`src/hdl/atgc_pkg.sv`:
```
// Package: register map, field positions and trigger codes for the trigger group control
package atgc_pkg;
  localparam int NUM_GRP = 3;
  localparam int NUM_CH = 16;
  localparam int RES_DEPTH = 16;
  localparam int NUM_SRC = 15;
  // Register byte offsets
  localparam logic [9:0] OFS_CTRL = 10'h000;
  localparam logic [9:0] OFS_HOOKUP = 10'h004;
  localparam logic [9:0] OFS_GPIO = 10'h008;
  localparam logic [9:0] OFS_GRP_BASE = 10'h010;
  localparam logic [9:0] OFS_GRP_STRIDE = 10'h010;
  localparam logic [3:0] OFS_G_CFG = 4'h0;
  localparam logic [3:0] OFS_G_CHSEL = 4'h4;
  localparam logic [3:0] OFS_G_THR = 4'h8;
  localparam logic [3:0] OFS_G_STAT = 4'hC;
  localparam logic [9:0] OFS_RES_BASE = 10'h100;
  localparam logic [9:0] OFS_RES_STRIDE = 10'h040;
  // Control, hookup and gpio register fields
  localparam int CTRL_PD_EN = 0;
  localparam int HOOK_DEFAULT = 0;
  localparam int HOOK_ALT = 1;
  localparam int GPIO_OE = 0;
  localparam int GPIO_OUT = 1;
  localparam int GPIO_IN = 4;
  // Group config fields
  localparam int CFG_SRC_LSB = 0;
  localparam int CFG_HW_EN = 3;
  localparam int CFG_CONT = 4;
  localparam int CFG_DMA = 5;
  localparam int CFG_WID_LSB = 6;
  localparam int CFG_START = 8;
  // Threshold register fields
  localparam int THR_CNT_LSB = 0;
  localparam int THR_MCH_LSB = 8;
  localparam int THR_MAG_LSB = 16;
  // Status fields
  localparam int ST_THR = 0;
  localparam int ST_MAG = 1;
  localparam int ST_BUSY = 2;
  localparam int ST_PEND = 3;
  localparam int ST_CNT_LSB = 8;
  // Result width codes, result limits, hookup reset value and sequencer states
  localparam logic [1:0] WID_12 = 2'h0;
  localparam logic [1:0] WID_10 = 2'h1;
  localparam logic [1:0] WID_8 = 2'h2;
  localparam logic [11:0] RES_MIN = 12'h000;
  localparam logic [11:0] RES_MAX = 12'hFFF;
  localparam logic [1:0] HOOK_RST = 2'h1;
  typedef enum logic [1:0] {ATGC_IDLE, ATGC_SCAN, ATGC_WAIT} atgc_state_t;
endpackage

```
`src/hdl/atgc_sync.sv`:
```
// Two-flop synchroniser for a vector of asynchronous levels
`timescale 1ns/1ps
module atgc_sync #(
  parameter int WIDTH = 1
) (
  input wire logic clk_i,               // Module clock
  input wire logic rst_i,               // Synchronous reset
  input wire logic [WIDTH-1:0] d_i,     // Asynchronous levels
  output logic [WIDTH-1:0] q_o          // Synchronised levels
);
  logic [WIDTH-1:0] meta_r;

  always_ff @(posedge clk_i) begin
    if (rst_i) begin
      meta_r <= '0;
      q_o <= '0;
    end else begin
      meta_r <= d_i;
      q_o <= meta_r;
    end
  end
endmodule

```
`src/hdl/atgc_top.sv`:
```
// Trigger group control: Wishbone registers, trigger maps, group sequencer, result regions
//
// The placing of the registers and the Wishbone slave port were left to the implementer.
`timescale 1ns/1ps
module atgc_top #(
  parameter int CH_W = 4
) (
  input wire logic clk_i,                  // Module clock, 250 MHz
  input wire logic rst_i,                  // Synchronous reset, active high
  input wire logic wb_cyc_i,               // Wishbone cycle
  input wire logic wb_stb_i,               // Wishbone strobe
  input wire logic wb_we_i,                // Wishbone write enable
  input wire logic [9:0] wb_adr_i,         // Wishbone byte address
  input wire logic [3:0] wb_sel_i,         // Wishbone byte selects
  input wire logic [31:0] wb_dat_i,        // Wishbone write data
  output logic [31:0] wb_dat_o,            // Wishbone read data
  output logic wb_ack_o,                   // Wishbone acknowledge
  input wire logic converter_external_event_pin_i,  // Event pad input level
  output logic converter_external_event_pin_o,      // Event pad output value
  output logic converter_external_event_pin_oe,     // Event pad output enable
  input wire logic second_converter_event_pin_i,    // Second event pad input level
  input wire logic [3:0] timer_channel_i,           // Timer channels 8,10,12,14
  input wire logic [3:0] timer_one_channel_i,       // Timer-one channels 27,17,19,11
  input wire logic [1:0] timer_two_channel_i,       // Timer-two channels 5,13
  input wire logic [1:0] gpio_port_b_i,             // Gpio port b bits 0,1
  input wire logic real_time_timer_cmp0_i,          // Compare-zero event, raw
  output logic conv_start_o,               // Core start pulse
  output logic [CH_W-1:0] conv_ch_o,       // Core channel
  input wire logic conv_done_i,            // Core done pulse
  input wire logic [11:0] conv_data_i,     // Core raw code
  input wire logic conv_below_i,           // Input at or below low_reference
  input wire logic conv_above_i,           // Input at or above high_reference
  output logic core_pwrdn_o,               // Core power-down
  output logic [2:0] grp_irq_o,            // Group interrupt levels
  output logic [2:0] dma_req_o             // Group DMA request pulses
);
  localparam int NG = atgc_pkg::NUM_GRP;
  localparam int NC = atgc_pkg::NUM_CH;
  localparam int RD = atgc_pkg::RES_DEPTH;

  ////////////////////////////////////////////////////////////////////////
  // Registers and bus decode
  logic ctrl_pd_en_r;
  logic [1:0] hookup_r;
  logic gpio_oe_r;
  logic gpio_out_r;
  logic [8:0] cfg_r [NG];
  logic [NC-1:0] chsel_r [NG];
  logic [31:0] thr_r [NG];
  logic [NG-1:0] thr_flag_r;
  logic [NG-1:0] mag_flag_r;
  logic [NG-1:0] mag_above_r;
  logic [7:0] res_cnt_r [NG];
  logic [3:0] wr_ptr_r [NG];
  logic [CH_W+11:0] res_mem [NG][RD];
  logic [NG-1:0] pend_r;
  logic [NG-1:0] sw_start;
  logic [NG-1:0] hw_trig;
  logic [NG-1:0] stat_clr_thr;
  logic [NG-1:0] stat_clr_mag;
  logic bus_req;
  logic bus_wr;
  logic [31:0] rd_nxt;
  logic [NG-1:0] busy_grp;
  logic [atgc_pkg::NUM_SRC-1:0] src_raw;
  logic [atgc_pkg::NUM_SRC-1:0] src_sync;
  logic [7:0] map_def;
  logic [7:0] map_alt;
  logic [7:0] map_sel;
  logic timer_two_13;

  assign bus_req = wb_cyc_i & wb_stb_i & ~wb_ack_o;
  assign bus_wr = bus_req & wb_we_i & wb_sel_i[0];

  always_ff @(posedge clk_i) begin
    if (rst_i) begin
      wb_ack_o <= 1'b0;
      wb_dat_o <= 32'h0000_0000;
    end else begin
      wb_ack_o <= bus_req;
      wb_dat_o <= (bus_req & ~wb_we_i) ? rd_nxt : 32'h0000_0000;
    end
  end

  always_ff @(posedge clk_i) begin
    if (rst_i) begin
      ctrl_pd_en_r <= 1'b0;
      hookup_r <= atgc_pkg::HOOK_RST;
      gpio_oe_r <= 1'b0;
      gpio_out_r <= 1'b0;
    end else if (bus_wr) begin
      if (wb_adr_i == atgc_pkg::OFS_CTRL) begin
        ctrl_pd_en_r <= wb_dat_i[atgc_pkg::CTRL_PD_EN];
      end
      if (wb_adr_i == atgc_pkg::OFS_HOOKUP) begin
        hookup_r <= wb_dat_i[1:0];
      end
      if (wb_adr_i == atgc_pkg::OFS_GPIO) begin
        gpio_oe_r <= wb_dat_i[atgc_pkg::GPIO_OE];
        gpio_out_r <= wb_dat_i[atgc_pkg::GPIO_OUT];
      end
    end
  end

  always_ff @(posedge clk_i) begin
    if (rst_i) begin
      converter_external_event_pin_o <= 1'b0;
      converter_external_event_pin_oe <= 1'b0;
    end else begin
      converter_external_event_pin_o <= gpio_out_r;
      converter_external_event_pin_oe <= gpio_oe_r;
    end
  end

  // Per-group register writes; start and status clears are write pulses
  for (genvar g = 0; g < NG; g++) begin : g_regs
    logic [9:0] base;
    logic hit;
    assign base = atgc_pkg::OFS_GRP_BASE + 10'(g) * atgc_pkg::OFS_GRP_STRIDE;
    assign hit = bus_wr & (wb_adr_i[9:4] == base[9:4]);
    assign sw_start[g] = hit & (wb_adr_i[3:0] == atgc_pkg::OFS_G_CFG)
                         & wb_dat_i[atgc_pkg::CFG_START];
    assign stat_clr_thr[g] = hit & (wb_adr_i[3:0] == atgc_pkg::OFS_G_STAT)
                             & wb_dat_i[atgc_pkg::ST_THR];
    assign stat_clr_mag[g] = hit & (wb_adr_i[3:0] == atgc_pkg::OFS_G_STAT)
                             & wb_dat_i[atgc_pkg::ST_MAG];
    always_ff @(posedge clk_i) begin
      if (rst_i) begin
        cfg_r[g] <= 9'h000;
        chsel_r[g] <= '0;
        thr_r[g] <= 32'h0000_0000;
      end else if (hit) begin
        if (wb_adr_i[3:0] == atgc_pkg::OFS_G_CFG) begin
          cfg_r[g] <= {1'b0, wb_dat_i[7:0]};
        end
        if (wb_adr_i[3:0] == atgc_pkg::OFS_G_CHSEL) begin
          chsel_r[g] <= wb_dat_i[NC-1:0];
        end
        if (wb_adr_i[3:0] == atgc_pkg::OFS_G_THR) begin
          thr_r[g] <= wb_dat_i;
        end
      end
    end
  end

  // Read mux; result words formatted to the group's chosen width
  always_comb begin
    logic [1:0] rg;
    logic [3:0] ri;
    logic [CH_W+11:0] ent;
    logic [1:0] wid;
    rg = 2'(wb_adr_i[7:6]);
    ri = wb_adr_i[5:2];
    ent = '0;
    wid = atgc_pkg::WID_12;
    rd_nxt = 32'h0000_0000;
    if (wb_adr_i == atgc_pkg::OFS_CTRL) begin
      rd_nxt[atgc_pkg::CTRL_PD_EN] = ctrl_pd_en_r;
    end else if (wb_adr_i == atgc_pkg::OFS_HOOKUP) begin
      rd_nxt[1:0] = hookup_r;
    end else if (wb_adr_i == atgc_pkg::OFS_GPIO) begin
      rd_nxt[atgc_pkg::GPIO_OE] = gpio_oe_r;
      rd_nxt[atgc_pkg::GPIO_OUT] = gpio_out_r;
      rd_nxt[atgc_pkg::GPIO_IN] = src_sync[0];
    end else if (wb_adr_i[9:8] == 2'h0) begin
      for (int g = 0; g < NG; g++) begin
        if (wb_adr_i[7:4] == 4'(g + 1)) begin
          unique case (wb_adr_i[3:0])
            atgc_pkg::OFS_G_CFG: rd_nxt[7:0] = cfg_r[g][7:0];
            atgc_pkg::OFS_G_CHSEL: rd_nxt[NC-1:0] = chsel_r[g];
            atgc_pkg::OFS_G_THR: rd_nxt = thr_r[g];
            atgc_pkg::OFS_G_STAT: begin
              rd_nxt[atgc_pkg::ST_THR] = thr_flag_r[g];
              rd_nxt[atgc_pkg::ST_MAG] = mag_flag_r[g];
              rd_nxt[atgc_pkg::ST_BUSY] = busy_grp[g];
              rd_nxt[atgc_pkg::ST_PEND] = pend_r[g];
              rd_nxt[atgc_pkg::ST_CNT_LSB +: 8] = res_cnt_r[g];
            end
            default: rd_nxt = 32'h0000_0000;
          endcase
        end
      end
    end else if (wb_adr_i[9:8] == 2'h1 && rg < 2'(NG)) begin
      ent = res_mem[rg][ri];
      wid = cfg_r[rg][atgc_pkg::CFG_WID_LSB +: 2];
      rd_nxt[16 +: CH_W] = ent[12 +: CH_W];
      unique case (wid)
        atgc_pkg::WID_10: rd_nxt[9:0] = ent[11:2];
        atgc_pkg::WID_8: rd_nxt[7:0] = ent[11:4];
        default: rd_nxt[11:0] = ent[11:0];
      endcase
    end
  end

  ////////////////////////////////////////////////////////////////////////
  // Trigger sources: pad-side levels, synchronised once and shared

  // Pad input side, so a driven-out pin still triggers
  assign src_raw = {timer_two_channel_i, timer_one_channel_i, second_converter_event_pin_i,
                    gpio_port_b_i, real_time_timer_cmp0_i, timer_channel_i,
                    converter_external_event_pin_i};

  atgc_sync #(.WIDTH(atgc_pkg::NUM_SRC)) u_sync (
    .clk_i(clk_i),
    .rst_i(rst_i),
    .d_i(src_raw),
    .q_o(src_sync)
  );

  // src_sync: 0 pin, 1..4 timer 8/10/12/14, 5 rtt, 6..7 gpio b, 8 pin2,
  // 9..12 timer-one 27/17/19/11, 13 timer-two 5, 14 timer-two 13
  assign map_def = {src_sync[7], src_sync[6], src_sync[4], src_sync[3],
                    src_sync[5], src_sync[2], src_sync[1], src_sync[0]};
  assign map_alt = {timer_two_13, src_sync[12], src_sync[11], src_sync[10],
                    src_sync[5], src_sync[9], src_sync[13], src_sync[8]};
  // Neither code set: keep the default map rather than lose triggers
  assign map_sel = (~hookup_r[atgc_pkg::HOOK_DEFAULT] & hookup_r[atgc_pkg::HOOK_ALT])
                   ? map_alt : map_def;

  assign timer_two_13 = src_sync[atgc_pkg::NUM_SRC-1];

  for (genvar g = 0; g < NG; g++) begin : g_trig
    atgc_trig u_trig (
      .clk_i(clk_i),
      .rst_i(rst_i),
      .src_i(map_sel),
      .sel_i(cfg_r[g][atgc_pkg::CFG_SRC_LSB +: 3]),
      .en_i(cfg_r[g][atgc_pkg::CFG_HW_EN]),
      .trig_o(hw_trig[g])
    );
  end

  ////////////////////////////////////////////////////////////////////////
  // Sequencer: one group at a time, event group first
  atgc_pkg::atgc_state_t state_r;
  logic [1:0] act_r;
  logic [CH_W-1:0] ch_r;
  logic [NG-1:0] seq_take;
  logic [NG-1:0] seq_end;
  logic res_we;
  logic [11:0] res_val;

  assign res_we = (state_r == atgc_pkg::ATGC_WAIT) & conv_done_i;
  assign res_val = conv_above_i ? atgc_pkg::RES_MAX :
                   (conv_below_i ? atgc_pkg::RES_MIN : conv_data_i);

  always_comb begin
    seq_take = '0;
    if (state_r == atgc_pkg::ATGC_IDLE) begin
      if (pend_r[0]) seq_take[0] = 1'b1;
      else if (pend_r[1]) seq_take[1] = 1'b1;
      else if (pend_r[2]) seq_take[2] = 1'b1;
    end
  end

  for (genvar g = 0; g < NG; g++) begin : g_end
    assign seq_end[g] = (act_r == 2'(g)) &&
                        ((state_r == atgc_pkg::ATGC_SCAN && !chsel_r[g][ch_r] &&
                          ch_r == CH_W'(NC - 1)) ||
                         (res_we && ch_r == CH_W'(NC - 1)));
    assign busy_grp[g] = (state_r != atgc_pkg::ATGC_IDLE) && (act_r == 2'(g));
  end

  always_ff @(posedge clk_i) begin
    if (rst_i) begin
      pend_r <= '0;
    end else begin
      for (int g = 0; g < NG; g++) begin
        if (sw_start[g] || hw_trig[g] || (seq_end[g] && cfg_r[g][atgc_pkg::CFG_CONT])) begin
          pend_r[g] <= 1'b1;
        end else if (seq_take[g]) begin
          pend_r[g] <= 1'b0;
        end
      end
    end
  end

  always_ff @(posedge clk_i) begin
    if (rst_i) begin
      state_r <= atgc_pkg::ATGC_IDLE;
      act_r <= 2'h0;
      ch_r <= '0;
      conv_start_o <= 1'b0;
      conv_ch_o <= '0;
    end else begin
      conv_start_o <= 1'b0;
      unique case (state_r)
        atgc_pkg::ATGC_IDLE: begin
          ch_r <= '0;
          if (|seq_take) begin
            act_r <= seq_take[0] ? 2'h0 : (seq_take[1] ? 2'h1 : 2'h2);
            state_r <= atgc_pkg::ATGC_SCAN;
          end
        end
        atgc_pkg::ATGC_SCAN: begin
          if (chsel_r[act_r][ch_r]) begin
            conv_start_o <= 1'b1;
            conv_ch_o <= ch_r;
            state_r <= atgc_pkg::ATGC_WAIT;
          end else if (ch_r == CH_W'(NC - 1)) begin
            state_r <= atgc_pkg::ATGC_IDLE;
          end else begin
            ch_r <= ch_r + 1'b1;
          end
        end
        atgc_pkg::ATGC_WAIT: begin
          if (conv_done_i) begin
            ch_r <= ch_r + 1'b1;
            state_r <= (ch_r == CH_W'(NC - 1)) ? atgc_pkg::ATGC_IDLE : atgc_pkg::ATGC_SCAN;
          end
        end
      endcase
    end
  end

  // Core sleeps only when idle with nothing pending
  always_ff @(posedge clk_i) begin
    if (rst_i) begin
      core_pwrdn_o <= 1'b0;
    end else begin
      core_pwrdn_o <= ctrl_pd_en_r & (state_r == atgc_pkg::ATGC_IDLE) & ~|pend_r;
    end
  end

  ////////////////////////////////////////////////////////////////////////
  // Result regions, counters and service requests
  for (genvar g = 0; g < NG; g++) begin : g_res
    logic store;
    logic [7:0] thr_cnt;
    logic is_mag_ch;
    logic above;
    assign store = res_we & (act_r == 2'(g));
    assign thr_cnt = thr_r[g][atgc_pkg::THR_CNT_LSB +: 8];
    assign is_mag_ch = (ch_r == thr_r[g][atgc_pkg::THR_MCH_LSB +: CH_W]);
    assign above = res_val > thr_r[g][atgc_pkg::THR_MAG_LSB +: 12];

    always_ff @(posedge clk_i) begin
      if (store) begin
        res_mem[g][wr_ptr_r[g]] <= {ch_r, res_val};
      end
    end

    always_ff @(posedge clk_i) begin
      if (rst_i) begin
        wr_ptr_r[g] <= 4'h0;
        res_cnt_r[g] <= 8'h00;
        thr_flag_r[g] <= 1'b0;
        mag_flag_r[g] <= 1'b0;
        mag_above_r[g] <= 1'b0;
        dma_req_o[g] <= 1'b0;
        grp_irq_o[g] <= 1'b0;
      end else begin
        if (store) begin
          wr_ptr_r[g] <= wr_ptr_r[g] + 1'b1;
        end
        // A new result in the clearing cycle still counts
        if (store) begin
          res_cnt_r[g] <= stat_clr_thr[g] ? 8'h01 :
                          (res_cnt_r[g] == 8'hFF ? 8'hFF : res_cnt_r[g] + 1'b1);
        end else if (stat_clr_thr[g]) begin
          res_cnt_r[g] <= 8'h00;
        end
        if (store && thr_cnt != 8'h00 && res_cnt_r[g] + 8'h01 >= thr_cnt) begin
          thr_flag_r[g] <= 1'b1;
        end else if (stat_clr_thr[g]) begin
          thr_flag_r[g] <= 1'b0;
        end
        if (store && is_mag_ch) begin
          mag_above_r[g] <= above;
        end
        if (store && is_mag_ch && above && !mag_above_r[g]) begin
          mag_flag_r[g] <= 1'b1;
        end else if (stat_clr_mag[g]) begin
          mag_flag_r[g] <= 1'b0;
        end
        dma_req_o[g] <= store & cfg_r[g][atgc_pkg::CFG_DMA];
        grp_irq_o[g] <= ~cfg_r[g][atgc_pkg::CFG_DMA] & (thr_flag_r[g] | mag_flag_r[g]);
      end
    end
  end
endmodule

```
`src/hdl/atgc_trig.sv`:
```
// Per-group trigger source selector with rising-edge detector
`timescale 1ns/1ps
module atgc_trig (
  input wire logic clk_i,       // Module clock
  input wire logic rst_i,       // Synchronous reset
  input wire logic [7:0] src_i, // Synchronised trigger sources
  input wire logic [2:0] sel_i, // Source select
  input wire logic en_i,        // Hardware trigger enable
  output logic trig_o           // One-cycle start pulse
);
  logic prev_r;
  logic cur;

  assign cur = src_i[sel_i] & en_i;

  always_ff @(posedge clk_i) begin
    if (rst_i) begin
      prev_r <= 1'b0;
      trig_o <= 1'b0;
    end else begin
      prev_r <= cur;
      trig_o <= cur & ~prev_r;
    end
  end
endmodule

```
`config.mk`:
```
export PLATFORM = sky130hd
export DESIGN_NAME = atgc_top
export DESIGN_NICKNAME = d
export VERILOG_FILES = /design/src/hdl/atgc_pkg.sv /design/src/hdl/atgc_sync.sv /design/src/hdl/atgc_top.sv /design/src/hdl/atgc_trig.sv
export SDC_FILE = /design/constraint.sdc
export NUM_CORES = 1
export LEC_CHECK = 0
export BUFFER_PORTS_ARGS = -buffer_cell sky130_fd_sc_hd__buf_2
export CORE_UTILIZATION = 35
export DETAILED_ROUTE_END_ITERATION = 8
export GPL_TIMING_DRIVEN = 0
export PLACE_DENSITY = 0.59
export SETUP_SLACK_MARGIN = 0.4
export SLEW_MARGIN = 20
export SYNTH_ARGS = -nofsm -noshare
export SYNTH_HDL_FRONTEND = slang
export SYNTH_HIERARCHICAL = 1
export SYNTH_SLANG_ARGS = --single-unit
```
`constraint.sdc`:
```
create_clock -name clk_i -period 10.95 [get_ports clk_i]
set_input_delay 0 -clock clk_i [delete_from_list [all_inputs] [get_ports clk_i]]
set_output_delay 0 -clock clk_i [all_outputs]
set_load 0.005 [all_outputs]
```
After elaboration in Yosys (flattened, before gate mapping)
Memories as Yosys holds them, arrays and structs flattened. A register that Yosys moved wholly into a read port is not among the register bits.
Cells that the tools add are included.
{"block": "classes", "n_eq_ne": 30, "n_reduce_logical": 88, "n_lt_le_gt_ge": 18, "bitwise_logic": 79, "n_mux": 181, "addsub": 7}
{"operator": "$mux W256", "count": 7}
{"operator": "$reduce_or A256 Y1", "count": 2}
{"operator": "$mux W32", "count": 10}
{"operator": "$demux W16 S4", "count": 3}
{"operator": "$mux W16", "count": 9}
{"operator": "$mux W8", "count": 16}
{"operator": "$mux W1", "count": 86}
{"operator": "$pmux W4 S4", "count": 5}
{"operator": "$bmux W16 S4", "count": 1}
{"operator": "$pmux W16 S2", "count": 2}
{"operator": "$pmux W8 S4", "count": 2}
{"operator": "$mux W12", "count": 4}
{"operator": "$and A1 B1 Y1", "count": 42}
{"operator": "$gt A12 B12 Y1", "count": 3}
{"operator": "$logic_and A1 B1 Y1", "count": 35}
{"operator": "$mux W4", "count": 8}
{"operator": "$mux W2", "count": 14}
{"operator": "$add A8 B1 Y8 const B", "count": 3}
{"operator": "$eq A8 B8 Y1 const B", "count": 3}
{"operator": "$ge A8 B8 Y1", "count": 3}
{"operator": "$pmux W4 S3", "count": 2}
{"operator": "$pmux W8 S3", "count": 1}
{"operator": "$reduce_bool A8 Y1", "count": 3}
{"operator": "$or A1 B1 Y1", "count": 21}
{"operator": "other kinds (41)", "count": 118}
{"block": "totals", "n_memories": 6, "mem_bits_rw": 972, "wordCells": 453, "in_bits": 81, "regBits": 108}
{"memory": "res_mem", "words": 3, "width": 256, "rd": 1, "rd_clocked_by_memory_dff": 0, "write_ports": 1, "line_no": "atgc_top.sv:55", "source": "logic [CH_W+11:0] res_mem [NG][RD];"}
{"memory": "thr_r", "words": 3, "width": 32, "rd": 3, "rd_clocked_by_memory_dff": 0, "write_ports": 3, "line_no": "atgc_top.sv:49", "source": "logic [31:0] thr_r [NG];"}
{"memory": "chsel_r", "words": 3, "width": 16, "rd": 4, "rd_clocked_by_memory_dff": 1, "write_ports": 3, "line_no": "atgc_top.sv:48", "source": "logic [NC-1:0] chsel_r [NG];"}
{"memory": "cfg_r", "words": 3, "width": 8, "rd": 4, "rd_clocked_by_memory_dff": 0, "write_ports": 3, "line_no": "atgc_top.sv:47", "source": "logic [8:0] cfg_r [NG];"}
{"memory": "res_cnt_r", "words": 3, "width": 8, "rd": 3, "rd_clocked_by_memory_dff": 0, "write_ports": 3, "line_no": "atgc_top.sv:53", "source": "logic [7:0] res_cnt_r [NG];"}
{"memory": "wr_ptr_r", "words": 3, "width": 4, "rd": 3, "rd_clocked_by_memory_dff": 0, "write_ports": 3, "line_no": "atgc_top.sv:54", "source": "logic [3:0] wr_ptr_r [NG];"}

Longest topological paths before layout
Gate-level depths: netlist (run 1).
{"block": "logic_depth", "depth_word": 16, "ltp_mapped": 14, "ltp_nobuf": 11}

Hierarchy
Netlist (run 1), hierarchy kept.
{"module": "atgc_top", "cells_each": 2843, "area_per_inst_um2": 44994.4, "n_inst": 1}
{"module": "atgc_sync", "cells_each": 63, "area_per_inst_um2": 882.1, "n_inst": 1}
{"module": "atgc_trig", "cells_each": 14, "area_per_inst_um2": 155.1, "n_inst": 3}

Worst setup path after synthesis (run 1)
Ideal clock, no wire load.
{"block": "synth_path", "kind": "input port to flip-flop", "start": "in wb_adr_i[6]", "end": "mem thr_r[1][0], enable pin", "t_arrival_ns": 3.508, "required_time_ns": 10.484, "path_stages": 7, "setup_slack_ns": 6.976, "path_cell_list": "buf_6 -> buf_6 -> buf_4 -> buf_4 -> nor3_2 -> nand2_1 -> o21ai_0"}
{"element": "start: declaration", "line_no": "atgc_top.sv:13", "source": "input wire logic [9:0] wb_adr_i,"}
{"element": "end: declaration", "line_no": "atgc_top.sv:49"}

==> results of run 1 <==
routing by layer:
layer / share of wire [%] / track usage, %
met1: 40 / 28.75
met2: 47 / 34.98
met3: 7.9 / 3.243
met4: 4.4 / 9.607
met5: 0.0055 / 0
what timing repair did:
item,in CTS,in global routing
hold endpoints to repair,418,0
setup buffers,0,0
hold buffers,105,0
worst paths after layout:
| kind | slack [ns] | end | start |
|---|---|---|---|
| worst max-delay path | 7.04 | thr_r[2][16] | wb_adr_i[3] |
| worst min-delay path | 0.08 | thr_r[1][30] | wb_dat_i[30] |
| worst max register to register | 7.09 | wb_dat_o[9] | wb_ack_o |
| worst min register to register | 0.44 | u_sync/q_o[2] | u_sync/meta_r[2] |
cells by family (layout without fill, tap and decap cells):
logic type / after synthesis / in the layout / share of synthesized area, %
flip-flops: 1082 / 1082 / 67.74
AND/OR/NAND/NOR: 735 / 735 / 8.459
AO/OA/AOI/OAI: 415 / 415 / 5.808
multiplexers: 342 / 342 / 12.43
buffers and inverters: 257 / 776 / 2.697
adder cells (fa/ha/maj): 81 / 81 / 2.187
XOR/XNOR: 36 / 36 / 0.6804
other: 0 / 3 / 0
report_power, final:
group          internal (µW)  total, µW  switching, µW
logic                    229        624            395
clock network           2120       3780           1660
registers               4540       4570           35.4
registers in the layout, summed over array words and instances, names as in the netlist, 3 cells and up, named ones only:
name                  cells
thr_r                    96
conv_ch_o                 4
dma_req_o                 3
u_sync/meta_r            15
mag_flag_r                3
g_trig.u_trig/prev_r      3
ch_r                      4
thr_flag_r                3
cfg_r                    24
res_cnt_r                24
pend_r                    3
grp_irq_o                 3
wb_dat_o                 32
res_mem                 768
wr_ptr_r                 12
u_sync/q_o               15
mag_above_r               3
chsel_r                  48
g_trig.u_trig/trig_o      3
worst min-delay path: stages:
cell           delay [ns]
dlygate4sd3_1        0.51
buf_2                0.10
and2_1               0.10
cell usage in the layout, fill, tap and decap left out, drive strengths merged, types with 15 or more instances in the layout:
cell type,synthesis,final
mux2,33,33
nand2,154,154
buf,88,297
nor4,27,27
a31oi,30,30
a21oi,113,113
mux4,180,180
mux2i,129,129
ha,81,81
nor2b,50,50
nand3,56,56
edfxtp,972,972
clkinv,0,35
and2,191,191
dfxtp,110,110
o21a,15,15
clkbuf,59,208
xor2,22,22
o21ai,74,74
a21o,29,29
inv,109,117
o22ai,18,18
nor2,149,149
dlygate4sd3,0,105
a22oi,56,56
nor3,34,34
metrics by stage:
stage | utilization (%) | area, µm² | instances
4_1_cts | 41.86 | 55030 | 5221
2_1_floorplan | - | 46340 | 2948
3_5_place_dp | 38.31 | 50370 | 4911
5_1_grt | 41.88 | 55050 | 5223
3_3_place_gp | 37.39 | 49150 | 4825
6_report | 41.88 | 55060 | 5225
cell type report:
cell class,count,share of cell area (%)
repair buffers,314,4.734
plain buffers,148,1.527
inverters,109,0.7431
flip-flops and latches,1082,57.02
diodes,3,0.01364
multi-input cells,1609,25.41
clock inverters,56,1.034
clock buffers,149,5.525
well taps,1755,3.988
==> results.yml, run 1 <==
clocking:
  path_clk_slew_ns: 0.06
  cts_sinks: 1082
  numCtsBuffers: 109
  root_buffer: "clkbuf_16"
  cts_tree: "done"
  h-tree-depth: 3
  cts_resized: 0
  clock_latency_ns: 0.75
  cts.path.max_buffers: 3
status:
  violations: "design-rule violations"
  status: "finished, violations left"
layout:
  final_nets: 3535
  syn2layout_area_growth_pct: 18.81
  multi_input_area_um2: 13990
  regArea_um2: 31400
  fillCellCount: 11980
  final_layout_size_suffix_gt1_share_pct: 22.18
logic_synthesis:
  ys_top_cells_by_area: "edfxtp_1 63%, mux4_2 8.2%, dfxtp_1 4.8%, mux2i_1 2.8%, and2_1 2.6%"
  seq_area_frac_synth_pct: 67.74
  synth_nets: 3110
  netlist_top_cells_count: "972 x edfxtp_1, 190 x and2_1, 168 x mux4_2"
  netlist_area_um2: 46340
  async_flop_share_pct: 0
  avgSynthCellArea_um2: 15.72
  synth_top_area_share_pct: 62.98
  synthFlopType: "edfxtp_1"
  yosys.area.top_type: "edfxtp_1"
  synthCells: 2948
  ys_warn_count: 6
  synth_edf_count: 972
  ys_types: 81
  ys_seq_elements: 1082
  synth.most_common_cell: "edfxtp_1"
power:
  p_leak_uw: 0.01904
  ir_worst_vdd_uv: 136.6
  power_uw: 8976
  power_density_nw_per_um2: 163.0
die:
  start_util_pct: 35.25
  dieArea_um2: 133900
  core_area_um2: 131500
  chipWidth_um: 365.9
  row_count: 133
  pin_count: 128
  die-height_um: 365.9
sta:
  maxSlewViolCount: 0
  hold_ws_ns: 0.07994
  finalCritPeriodShare_pct: 35.72
  finalSetupTns_ns: 0
  setup_viol: 0
  grt_setup_unrepaired: "false"
  skew_ns: 0.06572
  max_slew_margin_pct: 20.44
  layout_min_cycle_time_ns: 3.911
  fin_ws_ns: 7.039
  tightest_slew_ns: 1.193
  fmax_ghz: 0.2557
  hold_viol_final: 0
worst_setup_path:
  crit_path_cell_trace: "buf_2 > nor2b_1 > clkbuf_1 > clkbuf_1 > nand2_1 > nor3_1 > clkbuf_1 > and2_1"
  crit_family: "buffers and inverters"
  crit_required_ns: 11.56
  cp_slowest_stage_delay_ns: 0.96
  path_class: "input pin to flip-flop"
  crit_arrival_ns: 4.52
  cp-end-kind: "flip-flop"
  cp_common_cell: "clkbuf_1"
  cp_num_cells: 8
  crit_buf_inv: 4
  cp-start-kind: "input pin"
  rr_worst_depth: 7
  slowest_stage: "nor3_1"
  crit_fanout: 10
placement:
  io_buffers: 122
  dpl.hpwl_um: 104000
  pre_cts_ws_ns: 6.269
  globalplace.congestion: 0.9290
global_routing:
  grt_max_degree: 49
  grt_pass1_vias: 28681
  grt_first_pass_wirelength_um: 207700
  grt-ovfl-total: 0
  antenna_found_initial: 6
  grt_usage_pct: 21.59
flow_run:
  maxCapViolCount: 0
routing:
  firstDrtPassIters: 7
  wirelength_um: 146600
  ant_nets: 0
  drt_iter0_markers: 3263
  drcViolationCount: 4
  dr_total_vias: 28797
  routedWlPerCell_um: 28.06
  via_per_inst: 5.511
hold_path:
  holdPathStages: 3
  hold_class: "input pin to flip-flop"
Power figures use the tool's default switching activity.
==> run 2: changes to the inputs <==
clock period = 4 ns   (was 10.95 ns; I/O delays follow)
==> results.yml, run 2 (synthesis results as in run 1) <==
layout:
  final_layout_size_suffix_gt1_share_pct: 22.01
  final_nets: 3527
  final_util_pct: 41.89
  layout_commonest_cell: "edfxtp_1"
  layoutNonFillerInstCount: 5205
  syn2layout_area_growth_pct: 18.84
  layout_common_cells: "972 x edfxtp_1, 184 x and2_1, 177 x buf_2"
  largest_reg_flops: 768
power:
  p_seq_share_pct: 50.3
  p_int_uw: 19230
  p_clk_share_pct: 42.8
  ir_worst_vdd_uv: 349.9
  combPwrFrac_pct: 6.9
  p_sw_uw: 5634
  power_density_nw_per_um2: 451.5
  swShare_pct: 22.66
  p_leak_uw: 0.01903
placement:
  io_buffers: 122
  pre_cts_ws_ns: -0.5447
  dpl.hpwl_um: 104000
  place_inst: 4904
  globalplace.congestion: 0.9343
worst_setup_path:
  crit_arrival_ns: 4.24
  cp-start-kind: "input pin"
  rr_worst_depth: 8
  path_class: "input pin to flip-flop"
  cp-end-kind: "flip-flop"
  r2r-end: "mag_flag_r[0]"
  crit_required_ns: 4.62
  cp_slowest_stage_delay_ns: 0.79
  r2r_setup_slack_ns: 0.46
  slowest_stage: "clkbuf_1"
  cp_common_cell: "clkbuf_1"
  crit_fanout: 10
  crit_path_cell_trace: "dlygate4sd3_1 > buf_2 > clkbuf_1 > clkbuf_1 > clkbuf_1 > clkbuf_1 > a31oi_1 > dlygate4sd3_1"
  r2r-start: "ch_r[1]"
sta:
  setup_viol: 0
  fin_ws_ns: 0.3813
  hold_viol_final: 0
  hold_ws_ns: 0.05265
  maxSlewViolCount: 0
  tightest_slew_ns: 1.156
  finalCritPeriodShare_pct: 90.47
  skew_ns: 0.05086
  max_slew_margin_pct: 22.92
  layout_min_cycle_time_ns: 3.619
  fmax_ghz: 0.2763
  grt_setup_unrepaired: "false"
hold_path:
  min_from: "conv_data_i[6]"
  hold_class: "input pin to flip-flop"
  hold_end: "res_mem[0][214]"
  holdPathStages: 3
die:
  die-height_um: 365.9
  pin_count: 128
  row_count: 133
  dieArea_um2: 133900
  start_util_pct: 35.25
  chipWidth_um: 365.9
  core_area_um2: 131500
clocking:
  post_cts_buffers: 0
  cts.path.max_buffers: 3
  clock_latency_ns: 0.75
  cts_sinks: 1082
  numCtsBuffers: 107
  path_clk_slew_ns: 0.06
  cts_tree: "done"
  h-tree-depth: 3
  root_buffer: "clkbuf_16"
status:
  status: "complete, no violations"
routing:
  dr_total_vias: 28522
  ant_nets: 0
  via_per_inst: 5.480
  drt_iter0_markers: 3440
  routedWlPerCell_um: 28.17
  wirelength_um: 146600
  drcViolationCount: 0
  firstDrtPassIters: 6
global_routing:
  grt_usage_pct: 21.68
  grt_pass1_vias: 28276
  grt-ovfl-total: 0
  antenna_found_initial: 6
  grt_first_pass_wirelength_um: 207900
  grt_max_degree: 49
flow_run:
  maxCapViolCount: 0
[run 2: cell type report]
class                      count  area, µm²
buffer                       148      842.1
clock buffer                 126       2853
tap                         1755       2196
sequential                  1082      31400
timing repair buffer         308       2551
clock inverter                67      813.3
antenna                        1      2.502
multi-input combinational   1609      14010
inverter                     109      409.1
fill                       11954      76390
[run 2: how the worst max path moves through the flow]
stage / startpoint / to / slack (ns) / cells after the start
6_report: rst_i / pend_r[0] / 0.38 / 8
3_5_place_dp: wb_adr_i[3] / wb_dat_o[26] / -0.54 / 9
3_3_place_gp: act_r[0] / res_mem[1][219] / -1.96 / 3
5_1_grt: ch_r[0] / pend_r[0] / 0.41 / 7
2_1_floorplan: wb_adr_i[6] / thr_r[1][0] / 0.89 / 7
4_1_cts: state_r[0] / res_mem[1][82] / 0.44 / 8
[run 2: metal layers]
metal / track usage, % / vias up / wire, µm / share of wire [%]
li1: - / 12230 / - / -
met1: 29.03 / 14721 / 59590 / 41
met2: 35.22 / 1326 / 69990 / 48
met3: 4.014 / 243 / 11790 / 8.0
met4: 7.733 / 2 / 5227 / 3.6
met5: 0 / - / 13 / 0.0089
[run 2: worst max-delay path, delay by kind of cell]
| family | cells | cell delay [ns] |
|---|---|---|
| buffers and inverters | 7 | 4.12 |
| AOI/OAI and AO/OA | 1 | 0.11 |
[run 2: power groups by stage]
stage | Sequential, µW | Clock [µW] | Combinational [µW]
floorplan | 12700 | 0 | 910
global placement | 12800 | 0 | 1500
detailed placement | 12800 | 0 | 1600
CTS | 12500 | 10700 | 1690
global route | 12500 | 11100 | 1800
finish | 12500 | 10600 | 1710
[run 2: repair_timing]
action	4_1_cts	5_1_grt
resized for setup	1	3
setup endpoints to repair	2	25
pin swaps	0	0
hold buffers	107	0
hold endpoints to repair	334	0
gates cloned	0	0
[run 2: stage by stage]
| stage | power, µW | TNS (ns) | area, µm² |
|---|---|---|---|
| 2_1_floorplan | 13640 | 0 | 46340 |
| 3_3_place_gp | 14290 | -659.41 | 49150 |
| 3_5_place_dp | 14360 | -11.07 | 50320 |
| 4_1_cts | 24930 | 0 | 55050 |
| 5_1_grt | 25460 | 0 | 55070 |
| 6_report | 24860 | 0 | 55070 |
